`src/logic/csf_pkg.sv`:
```
package csf_pkg;

  // ----------------------------------------------------------------
  // Widths
  // ----------------------------------------------------------------
  localparam int          PC_W        = 10;
  localparam int          ADDR_W      = 4;
  localparam int          PORT_W      = 6;
  localparam int          TRIM_W      = 6;
  localparam int          PTR_W       = 5;

  // ----------------------------------------------------------------
  // Register offsets
  // ----------------------------------------------------------------
  localparam logic [3:0]  OFS_INDIRECT = 4'h0;
  localparam logic [3:0]  OFS_TIMER    = 4'h1;
  localparam logic [3:0]  OFS_PCL      = 4'h2;
  localparam logic [3:0]  OFS_STATUS   = 4'h3;
  localparam logic [3:0]  OFS_POINTER  = 4'h4;
  localparam logic [3:0]  OFS_TRIM     = 4'h5;
  localparam logic [3:0]  OFS_PORT     = 4'h6;
  localparam logic [3:0]  OFS_DIR      = 4'h8;
  localparam logic [3:0]  OFS_OPTION   = 4'h9;

  // ----------------------------------------------------------------
  // Status field positions and masks
  // ----------------------------------------------------------------
  localparam int          ST_WAKE      = 7;
  localparam int          ST_UNUSED    = 6;
  localparam int          ST_PAGE      = 5;
  localparam int          ST_TIMEOUT   = 4;
  localparam int          ST_PWRDN     = 3;
  localparam logic [7:0]  ST_WR_MASK   = 8'h27;
  localparam logic [7:0]  ST_ALU_MASK  = 8'h07;

  // ----------------------------------------------------------------
  // Reset values and fixed read bits
  // ----------------------------------------------------------------
  localparam logic [9:0]  PC_LAST      = 10'h3FF;
  localparam logic [9:0]  PC_ONE       = 10'h001;
  localparam logic [7:0]  PCL_RST      = 8'hFF;
  localparam logic [7:0]  OPTION_RST   = 8'hFF;
  localparam logic [5:0]  DIR_RST      = 6'h3F;
  localparam logic [7:0]  STATUS_POR   = 8'h18;
  localparam logic [5:0]  TRIM_RST     = 6'h20;
  localparam logic [7:0]  PTR_FIXED    = 8'hE0;

  typedef enum logic [1:0] {
    CAUSE_EXT,
    CAUSE_WDT,
    CAUSE_WAKE
  } csf_cause_e;

endpackage

```
`src/logic/csf_pc_if.sv`:
```
`timescale 1ns/1ps
interface csf_pc_if;
  logic       step;
  logic       jump;
  logic       call;
  logic       low_wr;
  logic [7:0] low_data;
  logic [8:0] target;
  logic       page;
  logic       reset_load;
  logic [9:0] pc;

  modport ctrl (output step, jump, call, low_wr, low_data, target, page, reset_load,
                input  pc);
  modport unit (input  step, jump, call, low_wr, low_data, target, page, reset_load,
                output pc);
endinterface

```
`src/logic/csf_core_regs.sv`:
```
// Chosen here: strobed register access.
`timescale 1ns/1ps
module csf_core_regs (
  input  wire logic                  ref_clk_i,     // 50 MHz core clock
  input  wire logic                  reset_n_i,     // Power-on reset, active low
  input  wire logic [3:0]            addr_i,        // Register address
  input  wire logic [7:0]            wdata_i,       // Write data
  input  wire logic                  wr_i,          // Write strobe
  input  wire logic                  rd_i,          // Read strobe
  output      logic [7:0]            rdata_o,       // Read data, cycle after rd_i
  input  wire logic                  step_i,        // Instruction cycle done
  input  wire logic                  jump_i,        // Jump executing
  input  wire logic                  call_i,        // Call executing
  input  wire logic [8:0]            target_i,      // Instruction address field
  input  wire logic [2:0]            flags_we_i,    // Per-bit update of Z, DC, C
  input  wire logic [2:0]            flags_i,       // New Z, DC, C values
  input  wire logic                  sys_reset_i,   // Non-power-on reset pulse
  input  csf_pkg::csf_cause_e        cause_i,       // Cause of sys_reset_i
  input  wire logic                  timeout_i,     // Timeout flag value at reset
  input  wire logic                  powerdown_i,   // Powerdown flag value at reset
  input  wire logic [5:0]            pin_i,         // Port pin levels
  output      logic [5:0]            pin_o,         // Port output latch
  output      logic [5:0]            pin_oe_n_o,    // Pin drive enable, low drives
  output      logic [9:0]            pc_o,          // Program counter
  output      logic [7:0]            status_o,      // Status register
  output      logic [7:0]            option_o,      // Timer and pull-up options
  output      logic [5:0]            trim_o,        // Oscillator trim
  output      logic [7:0]            timer_o,       // Timer count value
  output      logic [4:0]            pointer_o      // Indirect pointer
);

  // ----------------------------------------------------------------
  // State
  // ----------------------------------------------------------------
  typedef struct packed {
    logic [5:0] sync1;
    logic [5:0] sync2;
    logic [7:0] status;
    logic [7:0] timer;
    logic [4:0] pointer;
    logic [5:0] trim;
    logic [5:0] port_latch;
    logic [5:0] dir;
    logic [7:0] option;
    logic [7:0] rdata;
  } csf_reg_s;

  csf_reg_s st;
  csf_reg_s next_st;

  csf_pc_if pc_bus ();

  logic [7:0] alu_mask;
  logic [7:0] alu_bits;

  // ----------------------------------------------------------------
  // Program counter
  // ----------------------------------------------------------------
  assign pc_bus.step       = step_i;
  assign pc_bus.jump       = jump_i;
  assign pc_bus.call       = call_i;
  assign pc_bus.target     = target_i;
  assign pc_bus.low_data   = wdata_i;
  assign pc_bus.page       = st.status[csf_pkg::ST_PAGE];
  assign pc_bus.reset_load = sys_reset_i;
  assign pc_bus.low_wr     = wr_i && (addr_i == csf_pkg::OFS_PCL);

  csf_pc_unit u_pc (
    .ref_clk_i (ref_clk_i),
    .reset_n_i (reset_n_i),
    .pc_bus    (pc_bus)
  );

  // ----------------------------------------------------------------
  // Flag update from the core
  // ----------------------------------------------------------------
  assign alu_mask = {5'h00, flags_we_i} & csf_pkg::ST_ALU_MASK;
  assign alu_bits = {5'h00, flags_i};

  // ----------------------------------------------------------------
  // Next state
  // ----------------------------------------------------------------
  always_comb
  begin
    next_st       = st;
    next_st.sync1 = pin_i;
    next_st.sync2 = st.sync1;
    next_st.rdata = 8'h00;

    next_st.status = (st.status & ~alu_mask) | (alu_bits & alu_mask);

    if (rd_i)
    begin
      unique case (addr_i)
        csf_pkg::OFS_TIMER:
          next_st.rdata = st.timer;
        csf_pkg::OFS_PCL:
          next_st.rdata = pc_bus.pc[7:0];
        csf_pkg::OFS_STATUS:
        begin
          next_st.rdata = st.status;
          next_st.rdata[csf_pkg::ST_UNUSED] = 1'b0;
        end
        csf_pkg::OFS_POINTER:
          next_st.rdata = csf_pkg::PTR_FIXED | {3'h0, st.pointer};
        csf_pkg::OFS_TRIM:
          next_st.rdata = {st.trim, 2'h0};
        csf_pkg::OFS_PORT:
          next_st.rdata = {2'h0, st.sync2};
        default:
          next_st.rdata = 8'h00;
      endcase
    end

    if (wr_i)
    begin
      unique case (addr_i)
        csf_pkg::OFS_TIMER:
          next_st.timer = wdata_i;
        csf_pkg::OFS_STATUS:
          next_st.status = (next_st.status & ~csf_pkg::ST_WR_MASK)
                         | (wdata_i & csf_pkg::ST_WR_MASK);
        csf_pkg::OFS_POINTER:
          next_st.pointer = wdata_i[csf_pkg::PTR_W-1:0];
        csf_pkg::OFS_TRIM:
          next_st.trim = wdata_i[7:2];
        csf_pkg::OFS_PORT:
          next_st.port_latch = wdata_i[csf_pkg::PORT_W-1:0];
        csf_pkg::OFS_DIR:
          next_st.dir = wdata_i[csf_pkg::PORT_W-1:0];
        csf_pkg::OFS_OPTION:
          next_st.option = wdata_i;
        default:
          next_st.timer = next_st.timer;
      endcase
    end

    // Non-power-on reset overrides same-cycle writes to option, direction and status bits 7 to 3
    if (sys_reset_i)
    begin
      next_st.status[csf_pkg::ST_WAKE]    = (cause_i == csf_pkg::CAUSE_WAKE);
      next_st.status[csf_pkg::ST_UNUSED]  = 1'b0;
      next_st.status[csf_pkg::ST_PAGE]    = 1'b0;
      next_st.status[csf_pkg::ST_TIMEOUT] = timeout_i;
      next_st.status[csf_pkg::ST_PWRDN]   = powerdown_i;
      next_st.option                      = csf_pkg::OPTION_RST;
      next_st.dir                         = csf_pkg::DIR_RST;
    end
  end

  // ----------------------------------------------------------------
  // Registers
  // ----------------------------------------------------------------
  always_ff @(posedge ref_clk_i or negedge reset_n_i)
  begin
    if (!reset_n_i)
    begin
      st.sync1      <= 6'h00;
      st.sync2      <= 6'h00;
      st.status     <= csf_pkg::STATUS_POR;
      st.timer      <= 8'h00;
      st.pointer    <= 5'h00;
      st.trim       <= csf_pkg::TRIM_RST;
      st.port_latch <= 6'h00;
      st.dir        <= csf_pkg::DIR_RST;
      st.option     <= csf_pkg::OPTION_RST;
      st.rdata      <= 8'h00;
    end
    else
    begin
      st <= next_st;
    end
  end

  // ----------------------------------------------------------------
  // Outputs
  // ----------------------------------------------------------------
  assign rdata_o    = st.rdata;
  assign pin_o      = st.port_latch;
  assign pin_oe_n_o = st.dir;
  assign pc_o       = pc_bus.pc;
  assign status_o   = st.status;
  assign option_o   = st.option;
  assign trim_o     = st.trim;
  assign timer_o    = st.timer;
  assign pointer_o  = st.pointer;
endmodule

```
`src/logic/csf_pc_unit.sv`:
```
`timescale 1ns/1ps
module csf_pc_unit (
  input  wire logic ref_clk_i,   // Core clock
  input  wire logic reset_n_i,   // Async reset, active low
  csf_pc_if.unit    pc_bus       // Load controls and counter
);

  typedef struct packed {
    logic [csf_pkg::PC_W-1:0] pc;
  } csf_pc_s;

  csf_pc_s st;
  csf_pc_s next_st;

  logic    no_load;

  assign no_load   = !pc_bus.jump && !pc_bus.call && !pc_bus.low_wr && !pc_bus.reset_load;
  assign pc_bus.pc = st.pc;

  // ----------------------------------------------------------------
  // Counter load
  // ----------------------------------------------------------------
  always_comb
  begin
    next_st = st;
    if (pc_bus.reset_load)
      next_st.pc = csf_pkg::PC_LAST;
    else if (pc_bus.low_wr)
      next_st.pc = {pc_bus.page, 1'b0, pc_bus.low_data};
    else if (pc_bus.step)
    begin
      if (pc_bus.call)
        next_st.pc = {pc_bus.page, 1'b0, pc_bus.target[7:0]};
      else if (pc_bus.jump)
        next_st.pc = {pc_bus.page, pc_bus.target};
      else if (st.pc == csf_pkg::PC_LAST)
        next_st.pc = '0;
      else
        next_st.pc = st.pc + csf_pkg::PC_ONE;
    end
  end

  always_ff @(posedge ref_clk_i or negedge reset_n_i)
  begin
    if (!reset_n_i)
      st <= '{pc: csf_pkg::PC_LAST};
    else
      st <= next_st;
  end
endmodule

```
`config.mk`:
```
export PLATFORM = sky130hd
export DESIGN_NAME = csf_core_regs
export DESIGN_NICKNAME = d
export VERILOG_FILES = /design/src/logic/csf_pkg.sv /design/src/logic/csf_pc_if.sv /design/src/logic/csf_core_regs.sv /design/src/logic/csf_pc_unit.sv
export SDC_FILE = /design/constraint.sdc
export NUM_CORES = 1
export LEC_CHECK = 0
export ABC_AREA = 1
export BUFFER_PORTS_ARGS = -buffer_cell sky130_fd_sc_hd__buf_2
export CAP_MARGIN = 10
export CORE_UTILIZATION = 54
export CTS_BUF_LIST = sky130_fd_sc_hd__clkbuf_8
export CTS_CLUSTER_SIZE = 14
export DETAILED_ROUTE_END_ITERATION = 12
export GPL_ROUTABILITY_DRIVEN = 0
export MAX_ROUTING_LAYER = met4
export PLACE_DENSITY = 0.79
export SETUP_SLACK_MARGIN = 0.02
export SYNTH_ARGS = -nofsm -noshare
export SYNTH_HDL_FRONTEND = slang
export SYNTH_SLANG_ARGS = --single-unit
export TNS_END_PERCENT = 50
```
`constraint.sdc`:
```
create_clock -name ref_clk_i -period 1.7 [get_ports ref_clk_i]
set_input_delay 0.17 -clock ref_clk_i [delete_from_list [all_inputs] [get_ports ref_clk_i]]
set_output_delay 0.17 -clock ref_clk_i [all_outputs]
set_load 0.01 [all_outputs]
```
==> results.txt, run 1 <==
----------------------------------------------------
[Run status]
  Run status ... complete, no violations

[Logic synthesis]
  Share of flip-flops with an asynchronous set or reset ... 1.00
  Leading post-synthesis cells by cell area ... sky130_fd_sc_hd__dfrtp_1 (31%), sky130_fd_sc_hd__dfstp_2 (18%), sky130_fd_sc_hd__buf_4 (11%), sky130_fd_sc_hd__nand2_1 (10%), sky130_fd_sc_hd__nor2_1 (5.1%)
  Simple-gate share of the synthesized area ... 0.215
  Synth Area in Compound Gates ... 0.109
  Proportion of synthesized chip area in sequential cells ... 0.488
  Summed instance area of the synthesized netlist ... 0.00397 mm2
  Average cell area after synthesis ... 8.08 um2
  Multiplexer share of the synthesized area ... 0.00505
  Yosys top cell area share ... 0.309
  Net count of the mapped netlist ... 537
  Leading cell types by count after synthesis ... sky130_fd_sc_hd__nand2_1 (107), sky130_fd_sc_hd__buf_4 (56), sky130_fd_sc_hd__nor2_1 (54)
  Most common cell in the synthesized netlist ... sky130_fd_sc_hd__nand2_1
  Top flip-flop cell by instance count after synthesis ... sky130_fd_sc_hd__dfrtp_1
  Largest family of logic cells by synthesized area ... simple AND/OR/NAND/NOR gates
  Cell type with the largest total area after synthesis ... sky130_fd_sc_hd__dfrtp_1
  Fraction of the mapped netlist area in adder cells ... 0.00315
  Number of instances in the synthesized netlist ... 491
  Synthesis-stage register bit count ... 76
  Number of synthesized flops with an enable pin ... 0
  Count of different cell masters after synthesis ... 27
  Share of the synthesized netlist area taken by xor and xnor gates ... 0.00662
  Warnings from Yosys ... 0

[Power and ir drop]
  Total Power Consumption ... 4.70 mW
  Power Density ... 1040 mW/mm2
  Maximum VDD drop ... 598 uV
  Static leakage power ... 2.38 nW

[CTS]
  Root buffer cell ... sky130_fd_sc_hd__clkbuf_8
  Clock insertion delay at the later pin of the skew report ... 0.35 ns
  Clock Path Buffers ... 2
  Clk sink count ... 76
  Cts bufs inserted ... 9
  Number of H-tree levels ... 3
  Clock tree from TritonCTS ... done
  Clock edge transition at the registers on the reported setup and hold paths ... 0.08 ns

[Finish]
  Layout net count ... 606
  Ratio of cells with drive above 1 in the final layout ... 0.313
  Synth-to-layout area growth ... 14.3%
  Inserted Diodes ... 0
  Number of standard cells in the layout, taps in and fillers out ... 661

[STA]
  Fmax ... 0.618 GHz
  Final Hold Violating Endpoints ... 0
  Final worst-path setup slack ... 0.0830 ns
  # setup viols final ... 0
  Worst hold slack after final layout ... 0.0316 ns
  Slew at the pin closest to its max-slew limit ... 0.645 ns
  Setup repair after global routing missed its margin ... no
  Fin crit period ... 1.62 ns
  Final max-slew violation count ... 0
  Summed negative setup slack over all endpoints ... 0 ns
  Clock Skew ... 0.00950 ns
  Part of the cycle the worst path needs ... 0.951
  Worst-case headroom to the max-slew limit ... 0.570

[Drt]
  Count of routing violations after the opening detailed-route iteration ... 243
  TritonRoute pass-1 iters ... 5
  Routed WL ... 9600 um
  Via count normalized by instance count ... 5.21
  DRC ... 0
  Remaining antenna violation count ... 0
  Routed vias ... 3443
  WL per Instance ... 14.5 um

[GRT]
  Number of antenna violations at the first check in global routing ... 0
  Vias in the first global route ... 3281
  Pin count of the biggest net entering global routing ... 30
  Final global-route overflow total ... 0
  Overall Global Routing Usage ... 0.278
  First-pass GRT wire length ... 15500 um

[Worst setup path]
  Maximum fanout along the worst path ... 8
  Max incr delay on CP ... 0.58 ns
  Critical path startpoint category ... flop
  WP data required ... 1.97 ns
  CP endpoint kind ... flop
  Category of the most critical setup path ... flop to flop
  Worst path arrival time ... 1.89 ns
  Crit path max-delay cell type ... sky130_fd_sc_hd__dfstp_2
  Cell chain of the critical path ... ha_2, nand2_1, nor2_2, nand2_1, nor2_2, nor2_2, nand2_1, a21oi_1

[Die]
  Die ar. ... 0.00769 mm2
  Horiz. Die Dim ... 87.7 um
  Die boundary height ... 87.7 um
  Total number of placement rows ... 30
  Initial core utilization ... 0.571
  I/O pin cnt ... 110
  Core box area ... 0.00694 mm2

[Worst hold path]
  Worst min-delay path category ... primary input to flop

[Placement]
  Port-buffer cells ... 108
  Total half-perimeter wirelength after legalization and detailed placement ... 7190 um
  Worst setup slack before clock tree synthesis ... 0.176 ns
  Number of cells after detailed placement ... 637

[Job]
  Number of max-cap violations ... 0

----------------------------------------------------
==> report_power, final <==
| part | switching (mW) | total [mW] | internal, mW |
|---|---|---|---|
| registers | 0.174 | 2.25 | 2.07 |
| clock network | 0.680 | 1.50 | 0.824 |
| logic | 0.570 | 0.950 | 0.380 |
==> cell type report <==
cell class              count  area, um2
clock buffers               9        124
inverters                  55        206
flip-flops and latches     76       1940
clock inverters             7       91.3
multi-input cells         294       1350
fillers                   592       2410
well taps                  96        120
repair buffers            124        703
==> logic make-up (layout without fill, tap and decap cells) <==
logic type | after synthesis | after routing
AO/OA/AOI/OAI | 83 | 83
XOR/XNOR | 3 | 3
adder cells (fa/ha/maj) | 1 | 1
buffers and inverters | 121 | 195
flip-flops | 76 | 76
multiplexers | 2 | 2
other | 1 | 1
AND/OR/NAND/NOR | 204 | 204
==> stage by stage <==
stage,area [um2],util
2_1_floorplan,3970,-
3_3_place_gp,4230,0.610
3_5_place_dp,4230,0.610
4_1_cts,4520,0.651
5_1_grt,4530,0.653
6_report,4530,0.653
==> path summary, 6_finish.rpt <==
kind                                    from           endpoint  slack [ns]  cells past startpoint
min                                timeout_i        status_o[4]        0.03                      3
min in group asynchronous          reset_n_i        status_o[2]        0.37                      2
max                        u_pc.pc_bus.pc[1]  u_pc.pc_bus.pc[5]        0.08                      8
max in group asynchronous          reset_n_i        option_o[2]        0.67                      3
max reg2reg                u_pc.pc_bus.pc[1]  u_pc.pc_bus.pc[5]        0.08                      8
min reg2reg                      next_st[55]             st[55]        0.35                      0
==> sequential cells by signal, indices dropped and copies added (netlist names) <==
register and cells:
u_pc.pc_bus.pc 10, option_o 8, rdata_o 8, timer_o 8, status_o 7, next_st 6, pin_o 6, pin_oe_n_o 6
st 6, trim_o 6, pointer_o 5
==> what timing repair did <==
| action | in CTS | in global routing |
|---|---|---|
| setup buffers | 0 | 1 |
| resized for setup | 0 | 3 |
| hold endpoints to repair | 29 | 0 |
| hold buffers | 7 | 0 |
| setup endpoints to repair | 0 | 9 |
==> critical path, delay by kind of cell, from the launching register on <==
kind | cells | cell delay (ns)
compound gates | 1 | 0.07
fa+ha+maj | 1 | 0.21
flops | 1 | 0.58
simple gates | 6 | 0.68
==> cell usage in the layout (no fill, tap or decap), drive strengths merged <==
cell,n
a21oi,32
a22o,1
a31oi,3
buf,117
bufinv,2
clkbuf,9
clkinv,3
conb,1
dfrtp,49
dfstp,27
dlygate4sd3,7
ha,1
inv,57
mux2i,2
nand2,110
nand3,20
nand4,7
nor2,61
nor3,6
o21ai,41
o22ai,5
o31ai,1
xor2,3
==> routing by layer <==
| layer | track usage | part of all wire | vias to the layer above |
|---|---|---|---|
| met5 | - | 0 | - |
| met4 | 0.116 | 0.031 | 0 |
| met3 | 0.0641 | 0.076 | 36 |
| met2 | 0.425 | 0.47 | 154 |
| met1 | 0.357 | 0.43 | 1614 |
| li1 | - | - | 1639 |
(Power assumes the default switching activity.)
==> inputs of run 2 (changes only) <==
- RECOVER_POWER: unset -> 100
==> results.txt, run 2 (synthesis gave the netlist of run 1 again) <==
----------------------------------------------------
[Run status]
  Run status ... complete, no violations

[Worst setup path]
  Max incr delay on CP ... 0.58 ns
  Cell chain of the critical path ... ha_1, nand2_1, nor2_2, nand2_1, nor2_2, nor2_2, nand2_1, a21oi_1
  WP data required ... 1.98 ns
  Startpoint of the worst register-to-register path ... u_pc.pc_bus.pc[1]
  Worst path arrival time ... 1.88 ns
  Combined buffer and inverter count along the critical path ... 0
  CP endpoint kind ... flop
  Critical path startpoint category ... flop
  Maximum fanout along the worst path ... 8
  Category of the most critical setup path ... flop to flop
  Crit path max-delay cell type ... sky130_fd_sc_hd__dfstp_2
  Crit-path leading delay family ... simple AND/OR/NAND/NOR gates
  Crit path launch ... u_pc.pc_bus.pc[1]

[CTS]
  Clock insertion delay at the later pin of the skew report ... 0.35 ns
  Clock edge transition at the registers on the reported setup and hold paths ... 0.08 ns
  Clock tree from TritonCTS ... done
  Cts bufs inserted ... 9
  Root buffer cell ... sky130_fd_sc_hd__clkbuf_8
  Number of H-tree levels ... 3
  Clock Path Buffers ... 2
  Clk sink count ... 76

[Drt]
  Routed WL ... 9640 um
  Via count normalized by instance count ... 5.20
  Count of routing violations after the opening detailed-route iteration ... 298
  TritonRoute pass-1 iters ... 5
  DRC ... 0
  Routed vias ... 3439
  WL per Instance ... 14.6 um
  Remaining antenna violation count ... 0

[Die]
  Total number of placement rows ... 30
  Die ar. ... 0.00769 mm2
  Horiz. Die Dim ... 87.7 um
  I/O pin cnt ... 110
  Initial core utilization ... 0.571
  Die boundary height ... 87.7 um
  Core box area ... 0.00694 mm2

[STA]
  Final max-slew violation count ... 0
  Fmax ... 0.623 GHz
  Worst-case headroom to the max-slew limit ... 0.570
  Setup repair after global routing missed its margin ... no
  Fin crit period ... 1.61 ns
  Final Hold Violating Endpoints ... 0
  Part of the cycle the worst path needs ... 0.944
  Summed negative setup slack over all endpoints ... 0 ns
  Clock Skew ... 0.00837 ns
  # setup viols final ... 0
  Slew at the pin closest to its max-slew limit ... 0.645 ns

[Placement]
  Total half-perimeter wirelength after legalization and detailed placement ... 7190 um
  Port-buffer cells ... 108

[GRT]
  Final global-route overflow total ... 0
  Overall Global Routing Usage ... 0.278
  Vias in the first global route ... 3281
  Number of antenna violations at the first check in global routing ... 0
  First-pass GRT wire length ... 15500 um
  Pin count of the biggest net entering global routing ... 30

[Worst hold path]
  Min-delay src ... timeout_i
  Worst min-delay path category ... primary input to flop

[Finish]
  Flip-flop count of the largest register after layout ... 10
  Most common library cell in the layout ignoring fill and taps ... sky130_fd_sc_hd__nand2_1
  Inserted Diodes ... 0
  FILL cells ... 626
  Leading cell types in the layout, fill and taps excluded ... sky130_fd_sc_hd__nand2_1 (108), sky130_fd_sc_hd__nor2_1 (55), sky130_fd_sc_hd__inv_1 (54), sky130_fd_sc_hd__buf_2 (54), sky130_fd_sc_hd__clkbuf_1 (53)
  Ratio of cells with drive above 1 in the final layout ... 0.181
  Layout net count ... 606
  Synth-to-layout area growth ... 11.2%

[Power and ir drop]
  Total Power Consumption ... 4.63 mW
  Maximum VDD drop ... 592 uV
  Static leakage power ... 2.19 nW
  Power Density ... 1050 mW/mm2

[Job]
  Number of max-cap violations ... 0

----------------------------------------------------
-- run 2: cell count changes in the layout (fill, tap and decap cells not counted), sizes merged --
cell    before  now
buf        117   60
clkbuf       9   66
-- run 2: area by class of cell --
class / instances / area [um2] / area share
clock inverter: 7 / 91.3 / 0.0207
multi-input combinational: 294 / 1330 / 0.301
inverter: 55 / 206 / 0.0468
sequential: 76 / 1940 / 0.439
timing repair buffer: 124 / 604 / 0.137
tap: 96 / 120 / 0.0272
clock buffer: 9 / 124 / 0.0281
-- run 2: metrics by stage --
stage | instance area, um2 | setup slack, ns | hold WS [ns] | utilization | instances
finish | 4410 | 0.0948 | 0.0333 | 0.635 | 661
global route | 4410 | 0.00934 | 0.0300 | 0.635 | 661
CTS | 4520 | 0.149 | 0.0268 | 0.651 | 660
detailed placement | 4230 | 0.176 | 0.231 | 0.610 | 637
global placement | 4230 | 0.230 | 0.220 | 0.610 | 637
floorplan | 3970 | 0.271 | -0.126 | - | 491
-- run 2: worst register-to-register path: cells and delay by family (launching register included) --
kind            cells  cell delay [ns]
flops               1             0.58
simple gates        6             0.68
compound gates      1             0.07
fa+ha+maj           1             0.21
-- run 2: metal layers --
layer  global-route usage  routed length [um]  vias to the layer above
met5                    -                   0                        -
met3               0.0641                 702                       35
li1                     -                   -                     1636
met1                0.357                4160                     1592
met2                0.425                4480                      176
met4                0.116                 296                        0
-- run 2: path summary, 6_finish.rpt --
check                                     to  slack, ns  cells past startpoint
setup / recovery           u_pc.pc_bus.pc[5]       0.09                      8
hold / removal                   status_o[4]       0.03                      3
setup reg to reg           u_pc.pc_bus.pc[5]       0.09                      8
hold reg to reg                       st[55]       0.35                      0
max in group asynchronous        status_o[7]       0.28                      3
min in group asynchronous        next_st[58]       0.37                      2
-- run 2: where the power goes --
group	switching, mW	total, mW	internal (mW)
combinational	0.564	0.885	0.321
clock	0.675	1.50	0.824
sequential	0.179	2.24	2.06
-- run 2: timing repair --
action,4_1_cts,5_1_grt
resized for setup,0,3
setup buffers,0,1
setup endpoints to repair,0,9
hold buffers,7,0
endpoints found under the hold margin,29,0
==> inputs of run 3 (changes only) <==
- ABC_AREA: 1 -> unset
==> results.txt, run 3 <==
----------------------------------------------------
[Drt]
  WL per Instance ... 18.1 um
  Remaining antenna violation count ... 0
  Count of routing violations after the opening detailed-route iteration ... 224
  Routed vias ... 3178
  TritonRoute pass-1 iters ... 5
  DRC ... 0
  Via count normalized by instance count ... 5.75
  Routed WL ... 10000 um

[CTS]
  Cts bufs inserted ... 9
  Clock insertion delay at the later pin of the skew report ... 0.35 ns
  Clk sink count ... 76
  Post-CTS setup-driven buffer insertion count ... 0
  Clock tree from TritonCTS ... done
  Number of H-tree levels ... 3
  Clock Path Buffers ... 2
  Clock edge transition at the registers on the reported setup and hold paths ... 0.08 ns
  Root buffer cell ... sky130_fd_sc_hd__clkbuf_8

[Die]
  Core box area ... 0.00694 mm2
  Horiz. Die Dim ... 87.8 um
  I/O pin cnt ... 110
  Die ar. ... 0.00771 mm2
  Total number of placement rows ... 30
  Initial core utilization ... 0.572
  Die boundary height ... 87.8 um

[Finish]
  Flip-flop count of the largest register after layout ... 10
  Synth-to-layout area growth ... 14.7%
  Ratio of cells with drive above 1 in the final layout ... 0.313
  Leading cell types in the layout, fill and taps excluded ... sky130_fd_sc_hd__clkbuf_1 (60), sky130_fd_sc_hd__buf_2 (53), sky130_fd_sc_hd__dfrtp_1 (49)
  Inserted Diodes ... 0
  Layout net count ... 498
  Most common library cell in the layout ignoring fill and taps ... sky130_fd_sc_hd__clkbuf_1
  Final std cell area, no fill ... 0.00456 mm2
  Util after Layout ... 0.656

[Placement]
  Total half-perimeter wirelength after legalization and detailed placement ... 7220 um
  Port-buffer cells ... 108
  Placed cell areas ... 0.00440 mm2

[Worst setup path]
  Worst path arrival time ... 1.95 ns
  Worst reg2reg path depth ... 6
  Critical path startpoint category ... flop
  WP data required ... 1.97 ns
  CP endpoint kind ... flop
  Maximum fanout along the worst path ... 5
  Category of the most critical setup path ... flop to flop

[GRT]
  Final global-route overflow total ... 0
  Overall Global Routing Usage ... 0.284
  Vias in the first global route ... 3084
  Number of antenna violations at the first check in global routing ... 0
  Pin count of the biggest net entering global routing ... 38
  First-pass GRT wire length ... 15400 um

[STA]
  Fmax ... 0.594 GHz
  Clock Skew ... 0.00711 ns
  Final max-slew violation count ... 0
  Summed negative setup slack over all endpoints ... 0 ns
  Worst hold slack after final layout ... 0.0339 ns
  Slew at the pin closest to its max-slew limit ... 0.652 ns
  Final Hold Violating Endpoints ... 0
  Part of the cycle the worst path needs ... 0.990
  Fin crit period ... 1.68 ns
  Setup repair after global routing missed its margin ... no
  Worst-case headroom to the max-slew limit ... 0.565
  # setup viols final ... 0

[Worst hold path]
  Hold Path Depth ... 2
  Worst min-delay path category ... primary input to flop

[Logic synthesis]
  Proportion of synthesized chip area in sequential cells ... 0.487
  Leading post-synthesis cells by cell area ... sky130_fd_sc_hd__dfrtp_1 (31%), sky130_fd_sc_hd__dfstp_2 (18%), sky130_fd_sc_hd__buf_4 (10%), sky130_fd_sc_hd__mux2_2 (7.7%), sky130_fd_sc_hd__mux2i_1 (3.8%)
  Net count of the mapped netlist ... 417
  Warnings from Yosys ... 0
  Most common cell in the synthesized netlist ... sky130_fd_sc_hd__buf_4
  Leading cell types by count after synthesis ... sky130_fd_sc_hd__buf_4 (55), sky130_fd_sc_hd__dfrtp_1 (49), sky130_fd_sc_hd__nand2_1 (31)
  Yosys top cell area share ... 0.309
  Number of synthesized flops with an enable pin ... 0
  Synthesis-stage register bit count ... 76
  Summed instance area of the synthesized netlist ... 0.00397 mm2
  Count of different cell masters after synthesis ... 52
  Number of instances in the synthesized netlist ... 371
  Top flip-flop cell by instance count after synthesis ... sky130_fd_sc_hd__dfrtp_1
  Cell type with the largest total area after synthesis ... sky130_fd_sc_hd__dfrtp_1
  Average cell area after synthesis ... 10.7 um2
  Share of flip-flops with an asynchronous set or reset ... 1.00

[Run status]
  Run status ... complete, no violations

[Power and ir drop]
  Power Density ... 1020 mW/mm2
  Total Power Consumption ... 4.63 mW
  Share of power burned in registers ... 0.473
  Combinational Power Share ... 0.190
  Static leakage power ... 1.95 nW
  Proportion of total power due to net switching ... 0.290
  Clock share of power ... 0.336
  Maximum VDD drop ... 579 uV
  Net switching power figure ... 1.34 mW
  Internal cell power ... 3.29 mW

[Job]
  Number of max-cap violations ... 0

----------------------------------------------------
run 3: cell count changes after synthesis, moves of 6 or more:
cell / change
sky130_fd_sc_hd__nand2_1: -76
sky130_fd_sc_hd__inv_1: -46
sky130_fd_sc_hd__nor2_1: -38
sky130_fd_sc_hd__o21ai_0: -29
sky130_fd_sc_hd__mux2_2: +27
sky130_fd_sc_hd__a21oi_1: -16
sky130_fd_sc_hd__a22oi_1: +15
sky130_fd_sc_hd__mux2i_1: +13
sky130_fd_sc_hd__clkbuf_1: +11
sky130_fd_sc_hd__o21ai_1: -9
sky130_fd_sc_hd__a211oi_1: +7
sky130_fd_sc_hd__nand3_1: -7
sky130_fd_sc_hd__nand4_1: -6
run 3: cells by family (layout without fill, tap and decap cells):
| family | count (synthesis) | in the layout | share of synthesized area |
|---|---|---|---|
| other | 1 | 1 | 0.000944 |
| muxes | 42 | 42 | 0.114 |
| AOI/OAI and AO/OA | 70 | 70 | 0.127 |
| adders and majority gates | 1 | 1 | 0.00315 |
| xor gates and xnor gates | 1 | 1 | 0.00220 |
| and+or+nand+nor | 101 | 101 | 0.138 |
| buffers and inverters | 79 | 165 | 0.128 |
| DFF | 76 | 76 | 0.487 |
run 3: metrics by stage:
step                      worst slack [ns]  cells
after floorplan                     0.0615    371
after global placement             -0.0160    530
after detailed placement           -0.0254    530
after CTS                           0.0618    553
after global routing                0.0162    553
final                               0.0174    553
run 3: final cells by class:
type	instances	area, um2
tap	96	120
clock buffer	10	138
clock inverter	6	86.3
fill	600	2390
timing repair buffer	144	738
sequential	76	1940
multi-input combinational	216	1520
inverter	5	18.8
run 3: routing by layer:
layer / track usage / vias up / part of all wire
met4: 0.112 / 0 / 0.025
met3: 0.0566 / 22 / 0.076
met5: - / - / 0
li1: - / 1446 / -
met1: 0.367 / 1544 / 0.43
met2: 0.441 / 166 / 0.47
run 3: what timing repair did:
item / 4_1_cts / 5_1_grt
resized for setup: 0 / 0
hold endpoints to repair: 18 / 0
hold buffers: 7 / 0
run 3: worst max-delay path, stage by stage, from the launching register on:
cell,delay [ns]
sky130_fd_sc_hd__dfstp_2,0.54
sky130_fd_sc_hd__ha_1,0.25
sky130_fd_sc_hd__and3_1,0.20
sky130_fd_sc_hd__clkbuf_2,0.16
sky130_fd_sc_hd__nand3_1,0.10
sky130_fd_sc_hd__mux2i_1,0.15
sky130_fd_sc_hd__a22oi_1,0.19
run 3: path summary, 6_finish.rpt:
| check | slack [ns] | startpoint | end |
|---|---|---|---|
| max | 0.02 | u_pc.pc_bus.pc[0] | u_pc.pc_bus.pc[8] |
| min | 0.03 | cause_i[1] | status_o[7] |
| max reg2reg | 0.02 | u_pc.pc_bus.pc[0] | u_pc.pc_bus.pc[8] |
| min reg2reg | 0.35 | next_st[58] | st[58] |
| max in group asynchronous | 0.32 | reset_n_i | u_pc.pc_bus.pc[5] |
| min in group asynchronous | 0.37 | reset_n_i | st[60] |
run 3: power by group through the flow:
| stage | registers, mW | clock network [mW] | logic (mW) |
|---|---|---|---|
| after floorplan | 2.20 | 0 | 0.698 |
| after global placement | 2.22 | 0 | 0.914 |
| after detailed placement | 2.23 | 0 | 0.938 |
| after CTS | 2.20 | 1.57 | 0.955 |
| after global routing | 2.22 | 1.65 | 0.963 |
| final | 2.19 | 1.56 | 0.882 |
